**config.mk**
```make
export PLATFORM = sky130hd
export DESIGN_NAME = isr_top
export DESIGN_NICKNAME = d
export VERILOG_FILES = /design/src/design/isr_pkg.sv /design/src/design/isr_event_map.sv /design/src/design/isr_top.sv
export SDC_FILE = /design/constraint.sdc
export NUM_CORES = 1
export LEC_CHECK = 0
export BUFFER_PORTS_ARGS = -buffer_cell sky130_fd_sc_hd__buf_2
export CORE_AREA = 2 2 110 112
export DETAILED_ROUTE_END_ITERATION = 16
export DIE_AREA = 0 0 112 114
export PLACE_DENSITY = 0.86
export SLEW_MARGIN = 25
export SYNTH_ARGS = -nofsm -noshare
export SYNTH_HDL_FRONTEND = slang
export SYNTH_SLANG_ARGS = --single-unit
```
**constraint.sdc**
```tcl
create_clock -name SYS_CLK -period 2 [get_ports SYS_CLK]
set_clock_uncertainty 0.1 [all_clocks]
set_input_delay 0.4 -clock SYS_CLK [delete_from_list [all_inputs] [get_ports SYS_CLK]]
set_output_delay 0.4 -clock SYS_CLK [all_outputs]
set_load 0.05 [all_outputs]
```
**src/design/isr_pkg.sv**
```systemverilog
// package: offsets, fields, reset values and codes of the interrupt status block
package isr_pkg;

   // ***************************************************
   // register map (byte addresses on the lite bus)
   // ***************************************************
   localparam int          ADDR_W        = 12;                // decoded address bits
   localparam logic [11:0] OFS_STATUS    = 12'h000;           // interrupt_queue_status
   localparam logic [11:0] OFS_IRQ_STS   = 12'h004;           // sticky event bits, write one to clear
   localparam logic [11:0] OFS_IRQ_MSK   = 12'h008;           // event enables

   // ***************************************************
   // status word fields
   // ***************************************************
   localparam int          SVC_LSB       = 16;                // service_index low bit
   localparam int          SVC_MSB       = 30;                // service_index high bit
   localparam int          FULL_BIT      = 15;                // queue_full_flag
   localparam int          CNT_LSB       = 0;                 // pushed_descriptor_count low bit
   localparam int          CNT_MSB       = 14;                // pushed_descriptor_count high bit
   localparam int          CNT_W         = 15;                // count and index width
   localparam logic [14:0] IDX_RST       = 15'h0000;          // index after reset
   localparam logic [14:0] CNT_RST       = 15'h0000;          // count after reset
   localparam logic [14:0] CNT_MAX       = 15'h7fff;          // count saturates here

   // ***************************************************
   // event register bits
   // ***************************************************
   localparam int          IRQ_W         = 2;                 // number of event bits
   localparam int          IRQ_CNT_BIT   = 0;                 // count made nonzero
   localparam int          IRQ_FULL_BIT  = 1;                 // shared queue went full
   localparam logic [1:0]  IRQ_STS_RST   = 2'h0;              // no pending events
   localparam logic [1:0]  IRQ_MSK_RST   = 2'h1;              // count event enabled

   // ***************************************************
   // transfer and descriptor widths
   // ***************************************************
   localparam int          XCNT_W        = 8;                 // descriptors per batch
   localparam int          ERR_W         = 4;                 // receive error code
   localparam int          CODE_W        = 4;                 // descriptor event code
   localparam int          DESC_W        = 8;                 // {error, code}
   localparam logic [3:0]  EV_RX_BOTH    = 4'h1;              // rx buffer end with message end
   localparam logic [3:0]  EV_RX_BUF     = 4'h2;              // rx buffer end alone
   localparam logic [3:0]  EV_RX_MSG     = 4'h3;              // rx message end alone
   localparam logic [3:0]  EV_TX_BUF     = 4'h4;              // tx buffer end
   localparam logic [3:0]  EV_TX_MSG     = 4'h5;              // tx message end
   localparam logic [3:0]  ERR_NONE      = 4'h0;              // no receive error

   // ***************************************************
   // bus answers
   // ***************************************************
   localparam logic [1:0]  RESP_OKAY     = 2'h0;              // normal answer
   localparam logic [1:0]  RESP_SLVERR   = 2'h2;              // unmapped address

endpackage : isr_pkg

```
**src/design/isr_event_map.sv**
```systemverilog
// module: maps rx/tx buffer and message end events onto interrupt descriptors
module isr_event_map
   import isr_pkg::*;
(
   input  wire logic              clk,            // system clock
   input  wire logic              srst,           // synchronous reset
   input  wire logic              rx_buf_end,     // rx buffer_end_event
   input  wire logic              rx_msg_end,     // rx message_end_event
   input  wire logic [ERR_W-1:0]  rx_err,         // rx error code, zero if none
   input  wire logic              tx_buf_end,     // tx buffer_end_event
   input  wire logic              tx_msg_end,     // tx message_end_event
   output logic                   evt_ready,      // events may be offered
   output logic                   desc_valid,     // descriptor offered
   output logic [DESC_W-1:0]      desc_data,      // {error, code}
   input  wire logic              desc_ready,     // descriptor taken
   output logic                   bsd_err_valid,  // error to buffer status record
   output logic [ERR_W-1:0]       bsd_err_code    // that error
);

   logic [2:0]        pend;       // pending slots: rx, tx buffer, tx message
   logic [DESC_W-1:0] rx_desc;    // captured rx descriptor
   logic              take;       // events taken this cycle
   logic              rx_any;     // any rx event

   assign evt_ready  = ~|pend;
   assign take       = evt_ready & (rx_buf_end | rx_msg_end | tx_buf_end | tx_msg_end);
   assign rx_any     = rx_buf_end | rx_msg_end;
   assign desc_valid = |pend;

   // head of the pending slots, rx first
   always_comb begin
      if (pend[0]) begin
         desc_data = rx_desc;
      end else if (pend[1]) begin
         desc_data = {ERR_NONE, EV_TX_BUF};
      end else begin
         desc_data = {ERR_NONE, EV_TX_MSG};
      end
   end

   // slot load and pop
   always_ff @(posedge clk) begin
      if (srst) begin
         pend <= 3'h0;
      end else if (take) begin
         pend <= {tx_msg_end, tx_buf_end, rx_any};
      end else if (desc_ready & desc_valid) begin
         if (pend[0]) begin
            pend[0] <= 1'b0;
         end else if (pend[1]) begin
            pend[1] <= 1'b0;
         end else begin
            pend[2] <= 1'b0;
         end
      end
   end

   // rx descriptor: both ends folded into one
   always_ff @(posedge clk) begin
      if (srst) begin
         rx_desc <= {ERR_NONE, EV_RX_BOTH};
      end else if (take & rx_any) begin
         if (rx_buf_end & rx_msg_end) begin
            rx_desc <= {rx_err, EV_RX_BOTH};
         end else if (rx_buf_end) begin
            rx_desc <= {rx_err, EV_RX_BUF};
         end else begin
            rx_desc <= {rx_err, EV_RX_MSG};
         end
      end
   end

   // error copy to the buffer status record, no order versus the descriptor
   always_ff @(posedge clk) begin
      if (srst) begin
         bsd_err_valid <= 1'b0;
         bsd_err_code  <= ERR_NONE;
      end else begin
         bsd_err_valid <= take & rx_any & (rx_err != ERR_NONE);
         bsd_err_code  <= rx_err;
      end
   end

endmodule // isr_event_map

```
**src/design/isr_top.sv**
```systemverilog
// module: interrupt status word, event interrupt and lite bus slave
// Operation
// - rx buffer and message end give one descriptor
// - tx buffer and message end give two
// - rx errors copied to buffer status record
// - no order between status record and descriptor
// - status word lives in device registers
// - status word refreshed after each batch
// - word reset by resets and queue changes
// - bits 30:16 hold host service index
// - service index written only by host
// - bit 15 shows shared queue full
// - bits 14:0 count descriptors pushed
// - writes to count field ignored
// - nonzero count raises interrupt line
// - full queue stops transfers until host update
module isr_top
   import isr_pkg::*;
(
   input  wire logic              SYS_CLK,        // system clock, 100 MHz
   input  wire logic              SRST,           // synchronous reset, active high
   input  wire logic              SOFT_RESET,     // soft chip reset pulse
   input  wire logic              QDESC_WRITE,    // queue pointer or length changed
   input  wire logic              RX_BUF_END,     // rx buffer_end_event
   input  wire logic              RX_MSG_END,     // rx message_end_event
   input  wire logic [ERR_W-1:0]  RX_ERR,         // rx error code
   input  wire logic              TX_BUF_END,     // tx buffer_end_event
   input  wire logic              TX_MSG_END,     // tx message_end_event
   output logic                   EVT_READY,      // events accepted
   output logic                   DESC_VALID,     // descriptor to the mover
   output logic [DESC_W-1:0]      DESC_DATA,      // descriptor {error, code}
   input  wire logic              DESC_READY,     // mover takes descriptor
   output logic                   BSD_ERR_VALID,  // error for buffer status record
   output logic [ERR_W-1:0]       BSD_ERR_CODE,   // that error
   input  wire logic              XFER_DONE,      // batch written to shared queue
   input  wire logic [XCNT_W-1:0] XFER_COUNT,     // descriptors in that batch
   input  wire logic              XFER_FULL,      // shared queue full at batch end
   output logic                   XFER_HOLD,      // mover must stop
   output logic                   IRQ,            // interrupt line, active high
   input  wire logic [31:0]       AWADDR,         // write address
   input  wire logic [2:0]        AWPROT,         // write protection, unused
   input  wire logic              AWVALID,        // write address valid
   output logic                   AWREADY,        // write address ready
   input  wire logic [31:0]       WDATA,          // write data
   input  wire logic [3:0]        WSTRB,          // write byte strobes
   input  wire logic              WVALID,         // write data valid
   output logic                   WREADY,         // write data ready
   output logic [1:0]             BRESP,          // write response
   output logic                   BVALID,         // write response valid
   input  wire logic              BREADY,         // write response ready
   input  wire logic [31:0]       ARADDR,         // read address
   input  wire logic [2:0]        ARPROT,         // read protection, unused
   input  wire logic              ARVALID,        // read address valid
   output logic                   ARREADY,        // read address ready
   output logic [31:0]            RDATA,          // read data
   output logic [1:0]             RRESP,          // read response
   output logic                   RVALID,         // read data valid
   input  wire logic              RREADY          // read data ready
);

   // ***************************************************
   // declarations
   // ***************************************************
   logic [CNT_W-1:0]  service_index;              // host service point
   logic              queue_full_flag;            // shared queue full
   logic [CNT_W-1:0]  pushed_descriptor_count;    // pushed since last read
   logic              hold;                       // transfers stopped
   logic [IRQ_W-1:0]  irq_sts;                    // sticky events
   logic [IRQ_W-1:0]  irq_msk;                    // event enables
   logic [IRQ_W-1:0]  irq_set;                    // events this cycle
   logic              word_clr;                   // status word reset
   logic              map_valid;                  // descriptor from mapper
   logic              map_ready;                  // mover take, gated
   logic              aw_held;                    // write address latched
   logic              w_held;                     // write data latched
   logic [ADDR_W-1:0] aw_addr;                    // latched write address
   logic [31:0]       w_data;                     // latched write data
   logic [3:0]        w_strb;                     // latched strobes
   logic              wr_go;                      // write performed
   logic              rd_go;                      // read performed
   logic [ADDR_W-1:0] rd_addr;                    // read address
   logic              rd_status;                  // status word read
   logic              wr_status;                  // status word written
   logic [31:0]       status_word;                // assembled status word
   logic [31:0]       next_rdata;                 // read mux
   logic              next_rerr;                  // read unmapped
   logic [CNT_W-1:0]  batch;                      // batch size, widened
   logic [CNT_W:0]    sum;                        // count plus batch

   // ***************************************************
   // descriptor mapping
   // ***************************************************

   // event to descriptor mapper
   isr_event_map u_map (
      .clk           (SYS_CLK),
      .srst          (SRST),
      .rx_buf_end    (RX_BUF_END),
      .rx_msg_end    (RX_MSG_END),
      .rx_err        (RX_ERR),
      .tx_buf_end    (TX_BUF_END),
      .tx_msg_end    (TX_MSG_END),
      .evt_ready     (EVT_READY),
      .desc_valid    (map_valid),
      .desc_data     (DESC_DATA),
      .desc_ready    (map_ready),
      .bsd_err_valid (BSD_ERR_VALID),
      .bsd_err_code  (BSD_ERR_CODE)
   );

   // while stopped, no descriptor leaves
   assign DESC_VALID = map_valid & ~hold;
   assign map_ready  = DESC_READY & ~hold;
   assign XFER_HOLD  = hold;

   // ***************************************************
   // bus decode
   // ***************************************************

   // readies: take each write channel once while its own latch is empty and no write answer is pending; read while no read answer is pending
   assign AWREADY = ~aw_held & ~BVALID;
   assign WREADY  = ~w_held & ~BVALID;
   assign ARREADY = ~RVALID;

   // write runs when address and data are both in
   assign wr_go     = aw_held & w_held & ~BVALID;
   assign rd_go     = ARVALID & ARREADY;
   assign rd_addr   = ARADDR[ADDR_W-1:0];
   assign rd_status = rd_go & (rd_addr == OFS_STATUS) & (ARADDR[31:ADDR_W] == '0);
   assign wr_status = wr_go & (aw_addr == OFS_STATUS);

   // status word; host reads it from registers, not memory
   assign status_word = {1'b0, service_index, queue_full_flag, pushed_descriptor_count};

   // write address latch
   always_ff @(posedge SYS_CLK) begin
      if (SRST) begin
         aw_held <= 1'b0;
         aw_addr <= '0;
      end else if (AWVALID & AWREADY) begin
         aw_held <= 1'b1;
         aw_addr <= (AWADDR[31:ADDR_W] == '0) ? AWADDR[ADDR_W-1:0] : 12'hfff;
      end else if (wr_go) begin
         aw_held <= 1'b0;
      end
   end

   // write data latch
   always_ff @(posedge SYS_CLK) begin
      if (SRST) begin
         w_held <= 1'b0;
         w_data <= 32'h0000_0000;
         w_strb <= 4'h0;
      end else if (WVALID & WREADY) begin
         w_held <= 1'b1;
         w_data <= WDATA;
         w_strb <= WSTRB;
      end else if (wr_go) begin
         w_held <= 1'b0;
      end
   end

   // write response
   always_ff @(posedge SYS_CLK) begin
      if (SRST) begin
         BVALID <= 1'b0;
         BRESP  <= RESP_OKAY;
      end else if (wr_go) begin
         BVALID <= 1'b1;
         if (aw_addr == OFS_STATUS || aw_addr == OFS_IRQ_STS || aw_addr == OFS_IRQ_MSK) begin
            BRESP <= RESP_OKAY;
         end else begin
            BRESP <= RESP_SLVERR;                 // unmapped
         end
      end else if (BREADY) begin
         BVALID <= 1'b0;
      end
   end

   // read mux
   always_comb begin
      next_rdata = 32'h0000_0000;
      next_rerr  = 1'b0;
      if (ARADDR[31:ADDR_W] != '0) begin
         next_rerr = 1'b1;                        // outside the block
      end else begin
         unique case (rd_addr)
            OFS_STATUS:  next_rdata = status_word;
            OFS_IRQ_STS: next_rdata = {30'h0, irq_sts};
            OFS_IRQ_MSK: next_rdata = {30'h0, irq_msk};
            default:     next_rerr  = 1'b1;       // unmapped
         endcase
      end
   end

   // read answer, captured at the address handshake
   always_ff @(posedge SYS_CLK) begin
      if (SRST) begin
         RVALID <= 1'b0;
         RDATA  <= 32'h0000_0000;
         RRESP  <= RESP_OKAY;
      end else if (rd_go) begin
         RVALID <= 1'b1;
         RDATA  <= next_rdata;
         RRESP  <= next_rerr ? RESP_SLVERR : RESP_OKAY;
      end else if (RREADY) begin
         RVALID <= 1'b0;
      end
   end

   // ***************************************************
   // status word
   // ***************************************************

   // any reset source clears the whole word
   assign word_clr = SRST | SOFT_RESET | QDESC_WRITE;

   // batch size and saturating sum
   assign batch = {{(CNT_W-XCNT_W){1'b0}}, XFER_COUNT};
   assign sum   = {1'b0, pushed_descriptor_count} + {1'b0, batch};

   // service index: host writes only, device never moves it
   always_ff @(posedge SYS_CLK) begin
      if (word_clr) begin
         service_index <= IDX_RST;
      end else if (wr_status & w_strb[2] & w_strb[3]) begin
         service_index <= w_data[SVC_MSB:SVC_LSB];
      end
   end

   // descriptor count: refreshed per batch, restarts on read, writes ignored
   always_ff @(posedge SYS_CLK) begin
      if (word_clr) begin
         pushed_descriptor_count <= CNT_RST;
      end else if (XFER_DONE) begin
         if (rd_status) begin
            pushed_descriptor_count <= batch;      // set wins
         end else if (sum[CNT_W]) begin
            pushed_descriptor_count <= CNT_MAX;    // saturate
         end else begin
            pushed_descriptor_count <= sum[CNT_W-1:0];
         end
      end else if (rd_status) begin
         pushed_descriptor_count <= CNT_RST;
      end
      // status writes never touch the count
   end

   // full flag: set at batch end, cleared by a read, set wins
   always_ff @(posedge SYS_CLK) begin
      if (word_clr) begin
         queue_full_flag <= 1'b0;
      end else if (XFER_DONE & XFER_FULL) begin
         queue_full_flag <= 1'b1;
      end else if (rd_status) begin
         queue_full_flag <= 1'b0;
      end
   end

   // transfer stop: from full until the host moves its index
   always_ff @(posedge SYS_CLK) begin
      if (word_clr) begin
         hold <= 1'b0;
      end else if (XFER_DONE & XFER_FULL) begin
         hold <= 1'b1;
      end else if (wr_status & w_strb[2] & w_strb[3]) begin
         hold <= 1'b0;
      end
   end

   // ***************************************************
   // interrupt events
   // ***************************************************

   // count made nonzero, queue went full
   always_comb begin
      irq_set               = '0;
      irq_set[IRQ_CNT_BIT]  = XFER_DONE & (XFER_COUNT != '0);
      irq_set[IRQ_FULL_BIT] = XFER_DONE & XFER_FULL;
   end

   // sticky status, write one clears, set wins
   always_ff @(posedge SYS_CLK) begin
      if (SRST | SOFT_RESET) begin
         irq_sts <= IRQ_STS_RST;
      end else if (wr_go & (aw_addr == OFS_IRQ_STS) & w_strb[0]) begin
         irq_sts <= (irq_sts & ~w_data[IRQ_W-1:0]) | irq_set;
      end else begin
         irq_sts <= irq_sts | irq_set;
      end
   end

   // mask register
   always_ff @(posedge SYS_CLK) begin
      if (SRST | SOFT_RESET) begin
         irq_msk <= IRQ_MSK_RST;
      end else if (wr_go & (aw_addr == OFS_IRQ_MSK) & w_strb[0]) begin
         irq_msk <= w_data[IRQ_W-1:0];
      end
   end

   // level interrupt line
   assign IRQ = |(irq_sts & irq_msk);

endmodule // isr_top

```
==> impl_metrics.tcl <==
set metrics [dict create \
    clk_latency_ps 420 \
    async_flop_share_pct 0 \
    drive_gt1_share_pct 37.4 \
    cts_root_buf "clkbuf_16" \
    n_antenna_cell 0 \
    dieArea_sq_um 12800 \
    r2r_slack_ps -90 \
    fin_crit_ps 2090 \
    status "finished, violations left" \
    ys_warn_count 0 \
    ys.flop_type "dfxtp_1" \
    first_iter_violations 300 \
    routedWlPerCell_um 15.1 \
    r2r-start "pushed_descriptor_count[5]$_SDFFE_PP0P_" \
    track_usage_pct 21.1 \
    place.detailed.hpwl_um 9720 \
    cpPeakStageDelay_ps 370 \
    dieHeight_um 114 \
    cts_tree "built" \
    timing.rr.end "pushed_descriptor_count[12]$_SDFFE_PP0P_" \
    drc 0 \
    grt_pass1_wl_um 21700 \
    synth_top_area_share_pct 47.5 \
    vias 4973 \
    crit_chain "ha_4 > buf_6 > o211ai_1 > o211a_1 > nor4b_4 > nor4bb_2 > nor3_1" \
    cp-start-kind "register" \
    synth_top_family_by_area "simple AND/OR/NAND/NOR gates" \
    critical-path-slowest-cell "nor4b_4" \
    start_util_pct 42.8 \
    syn_inst 571 \
    dp_cells 903 \
    crit_path_max_fanout 4 \
    crit_buf_inv 1 \
    setup_viol 7 \
    tightest_slew_ps 667 \
    drv_cap 0 \
    syn_area_per_cell_sq_um 8.78 \
    synth_fa_ha_area_share_pct 2.40 \
    synth_compound_area_share_pct 15.9 \
    power.total_mw 6.48 \
    fin_crit_sh_pct 104 \
    rsz0062_at_grt "true" \
    hold_violations 0 \
    avgViaCountPerCell 5.27 \
    post_synth_and_or_nand_nor_area_fraction_pct 24.4 \
    row_count 40 \
    synth-xor-area-share_pct 0.873 \
    synth.most_common_cell "dfxtp_1" \
    fin_ws_ps -85.1 \
    nNetsFinal 926 \
    min_delay_path_depth 2 \
    ys_seq_area_share_pct 47.5 \
    reg2reg_depth 7 \
    drv_slew 0 \
    power_density_nw_per_um2 897 \
    finalWirelength_um 14300 \
    yosysTopAreaCell "dfxtp_1" \
    worst_hold_path.endpoint "RVALID$_SDFFE_PP0P_" \
    cp_top_family "simple AND/OR/NAND/NOR gates" \
    worst_ep_arrival_time_ps 2290 \
    grt_pass1_vias 4673 \
    synth-edff-count 0 \
    seqCellArea_sq_um 2390 \
    synth_cell_types 60 \
    ios 192 \
    cts_sinks 119 \
    die_w_um 112 \
    synth.area.mux_share_pct 4.99 \
    cts_buffers 17 \
    final_cells 943 \
    multi_input_area_sq_um 2660 \
    cp.required_ps 2200 \
    max_freq_mhz 480 \
    irDropWorstVdd_mv 0.871 \
    hold_buffers 0 \
    gp_congestion 0.876 \
    synth_area_leaders "dfxtp_1 (48%), nor2_1 (6.0%), mux2i_1 (5.0%)" \
    antenna_found_initial 0 \
    synth_seq_cells 119 \
    leakage_nw 3.08 \
    synthTopCellsByCount "dfxtp_1 (119), nor2_1 (80), nand2_1 (64)" \
    violations "setup timing" \
    end_kind "register" \
    crit_type "reg -> reg" \
    cts.clk_slew.worst_paths_ps 60 \
    hp-start "RREADY" \
    grt_overflow 0 \
    portBuffers 165 \
    syn2layout_area_growth_pct 44.0 \
    grt_max_degree 67 \
    nFillCells 997 \
    ant_nets 0 \
    htreeDepth 4 \
    ctsLongestPathBuffers 2 \
    synth_area_sq_um 5010 \
    hp-class "in -> reg" \
    core_area_sq_um 11700 \
    slew_headroom_pct 55.5 \
    drtPass1Iterations 4 \
]
[layer usage]
| metal | vias up | GRT usage, % | share of wire [%] |
|---|---|---|---|
| met3 | 28 | 6.27 | 6.8 |
| met2 | 171 | 35.6 | 49 |
| met1 | 2310 | 25.2 | 42 |
| li1 | 2464 | - | - |
| met4 | 0 | 9.35 | 2.2 |
| met5 | - | 0 | 0 |
[logic make-up (layout without fill, tap and decap cells)]
group,count (synthesis),after routing
xor gates and xnor gates,5,5
buffers and inverters,44,266
other,1,4
DFF,119,119
and+or+nand+nor,248,248
adders and majority gates,9,9
muxes,25,25
AOI/OAI and AO/OA,120,120
[worst reg2reg max path: stages, from the launching register on]
cell and delay, ps:
dfxtp_2 340, ha_4 270, buf_6 100, o211ai_1 130, o211a_1 330, nor4b_4 370, nor4bb_2 260, nor3_1 70
[how the worst max path moves through the flow]
stage                                                        from                                  endpoint  slack [ps]  cells after the start
final                     pushed_descriptor_count[5]$_SDFFE_PP0P_  pushed_descriptor_count[12]$_SDFFE_PP0P_         -90                      7
after global routing      pushed_descriptor_count[5]$_SDFFE_PP0P_  pushed_descriptor_count[12]$_SDFFE_PP0P_        -180                      7
after CTS                 pushed_descriptor_count[5]$_SDFFE_PP0P_   pushed_descriptor_count[6]$_SDFFE_PP0P_         -50                      7
after detailed placement                            XFER_COUNT[4]  pushed_descriptor_count[12]$_SDFFE_PP0P_        -280                      8
after global placement                              XFER_COUNT[4]  pushed_descriptor_count[12]$_SDFFE_PP0P_        -230                      8
after floorplan                               BVALID$_SDFFE_PP0P_                    w_data[0]$_SDFFE_PP0P_         -20                      5
[stage by stage]
stage / cell area (sq um) / TNS [ps] / hold slack [ps] / worst slack [ps] / util (%)
floorplan: 5120 / -503 / 336 / -18.8 / -
global placement: 6400 / -3380 / 344 / -229 / 54.6
detailed placement: 6400 / -4160 / 350 / -276 / 54.6
CTS: 7040 / -169 / 57.8 / -52.6 / 60.1
global route: 7220 / -870 / 70.5 / -181 / 61.6
finish: 7220 / -208 / 72.6 / -85.1 / 61.6
[flip-flops by register name (all words and copies together) (netlist names), 2 cells and up]
signal                   flops
u_map.bsd_err_code           4
irq_msk                      2
irq_sts                      2
w_strb                       3
aw_addr                     12
u_map.pend                   3
pushed_descriptor_count     15
u_map.rx_desc                6
w_data                      17
RDATA                       31
service_index               15
[where the power goes]
group	total [mW]	switching [mW]	leakage (nW)	internal [mW]
clock network	3.14	1.15	0.301	1.98
logic	0.798	0.486	1.80	0.312
registers	2.55	0.0767	0.973	2.47
total	6.48	1.71	3.08	4.77
[cell type report]
cell class	instances	area share (%)
clock inverter	15	2.62
inverter	9	0.468
tap	147	2.55
clock buffer	17	5.89
multi-input combinational	411	36.8
timing repair buffer	225	18.5
sequential	119	33.1
[timing repair]
action	CTS	global route
gates resized for setup	5	28
buffers inserted	1	7
pin swaps	6	20
endpoints found under the setup margin	9	42
[cell usage in the layout, fill, tap and decap left out, drive strengths merged, types with 17 or more instances in the layout]
master	n
nor3	39
clkbuf	17
a22oi	31
mux2i	25
a21oi	36
nand2	64
nor4	17
buf	225
dfxtp	119
nor2	80
Note: power is estimated with default switching activity, not from simulation.
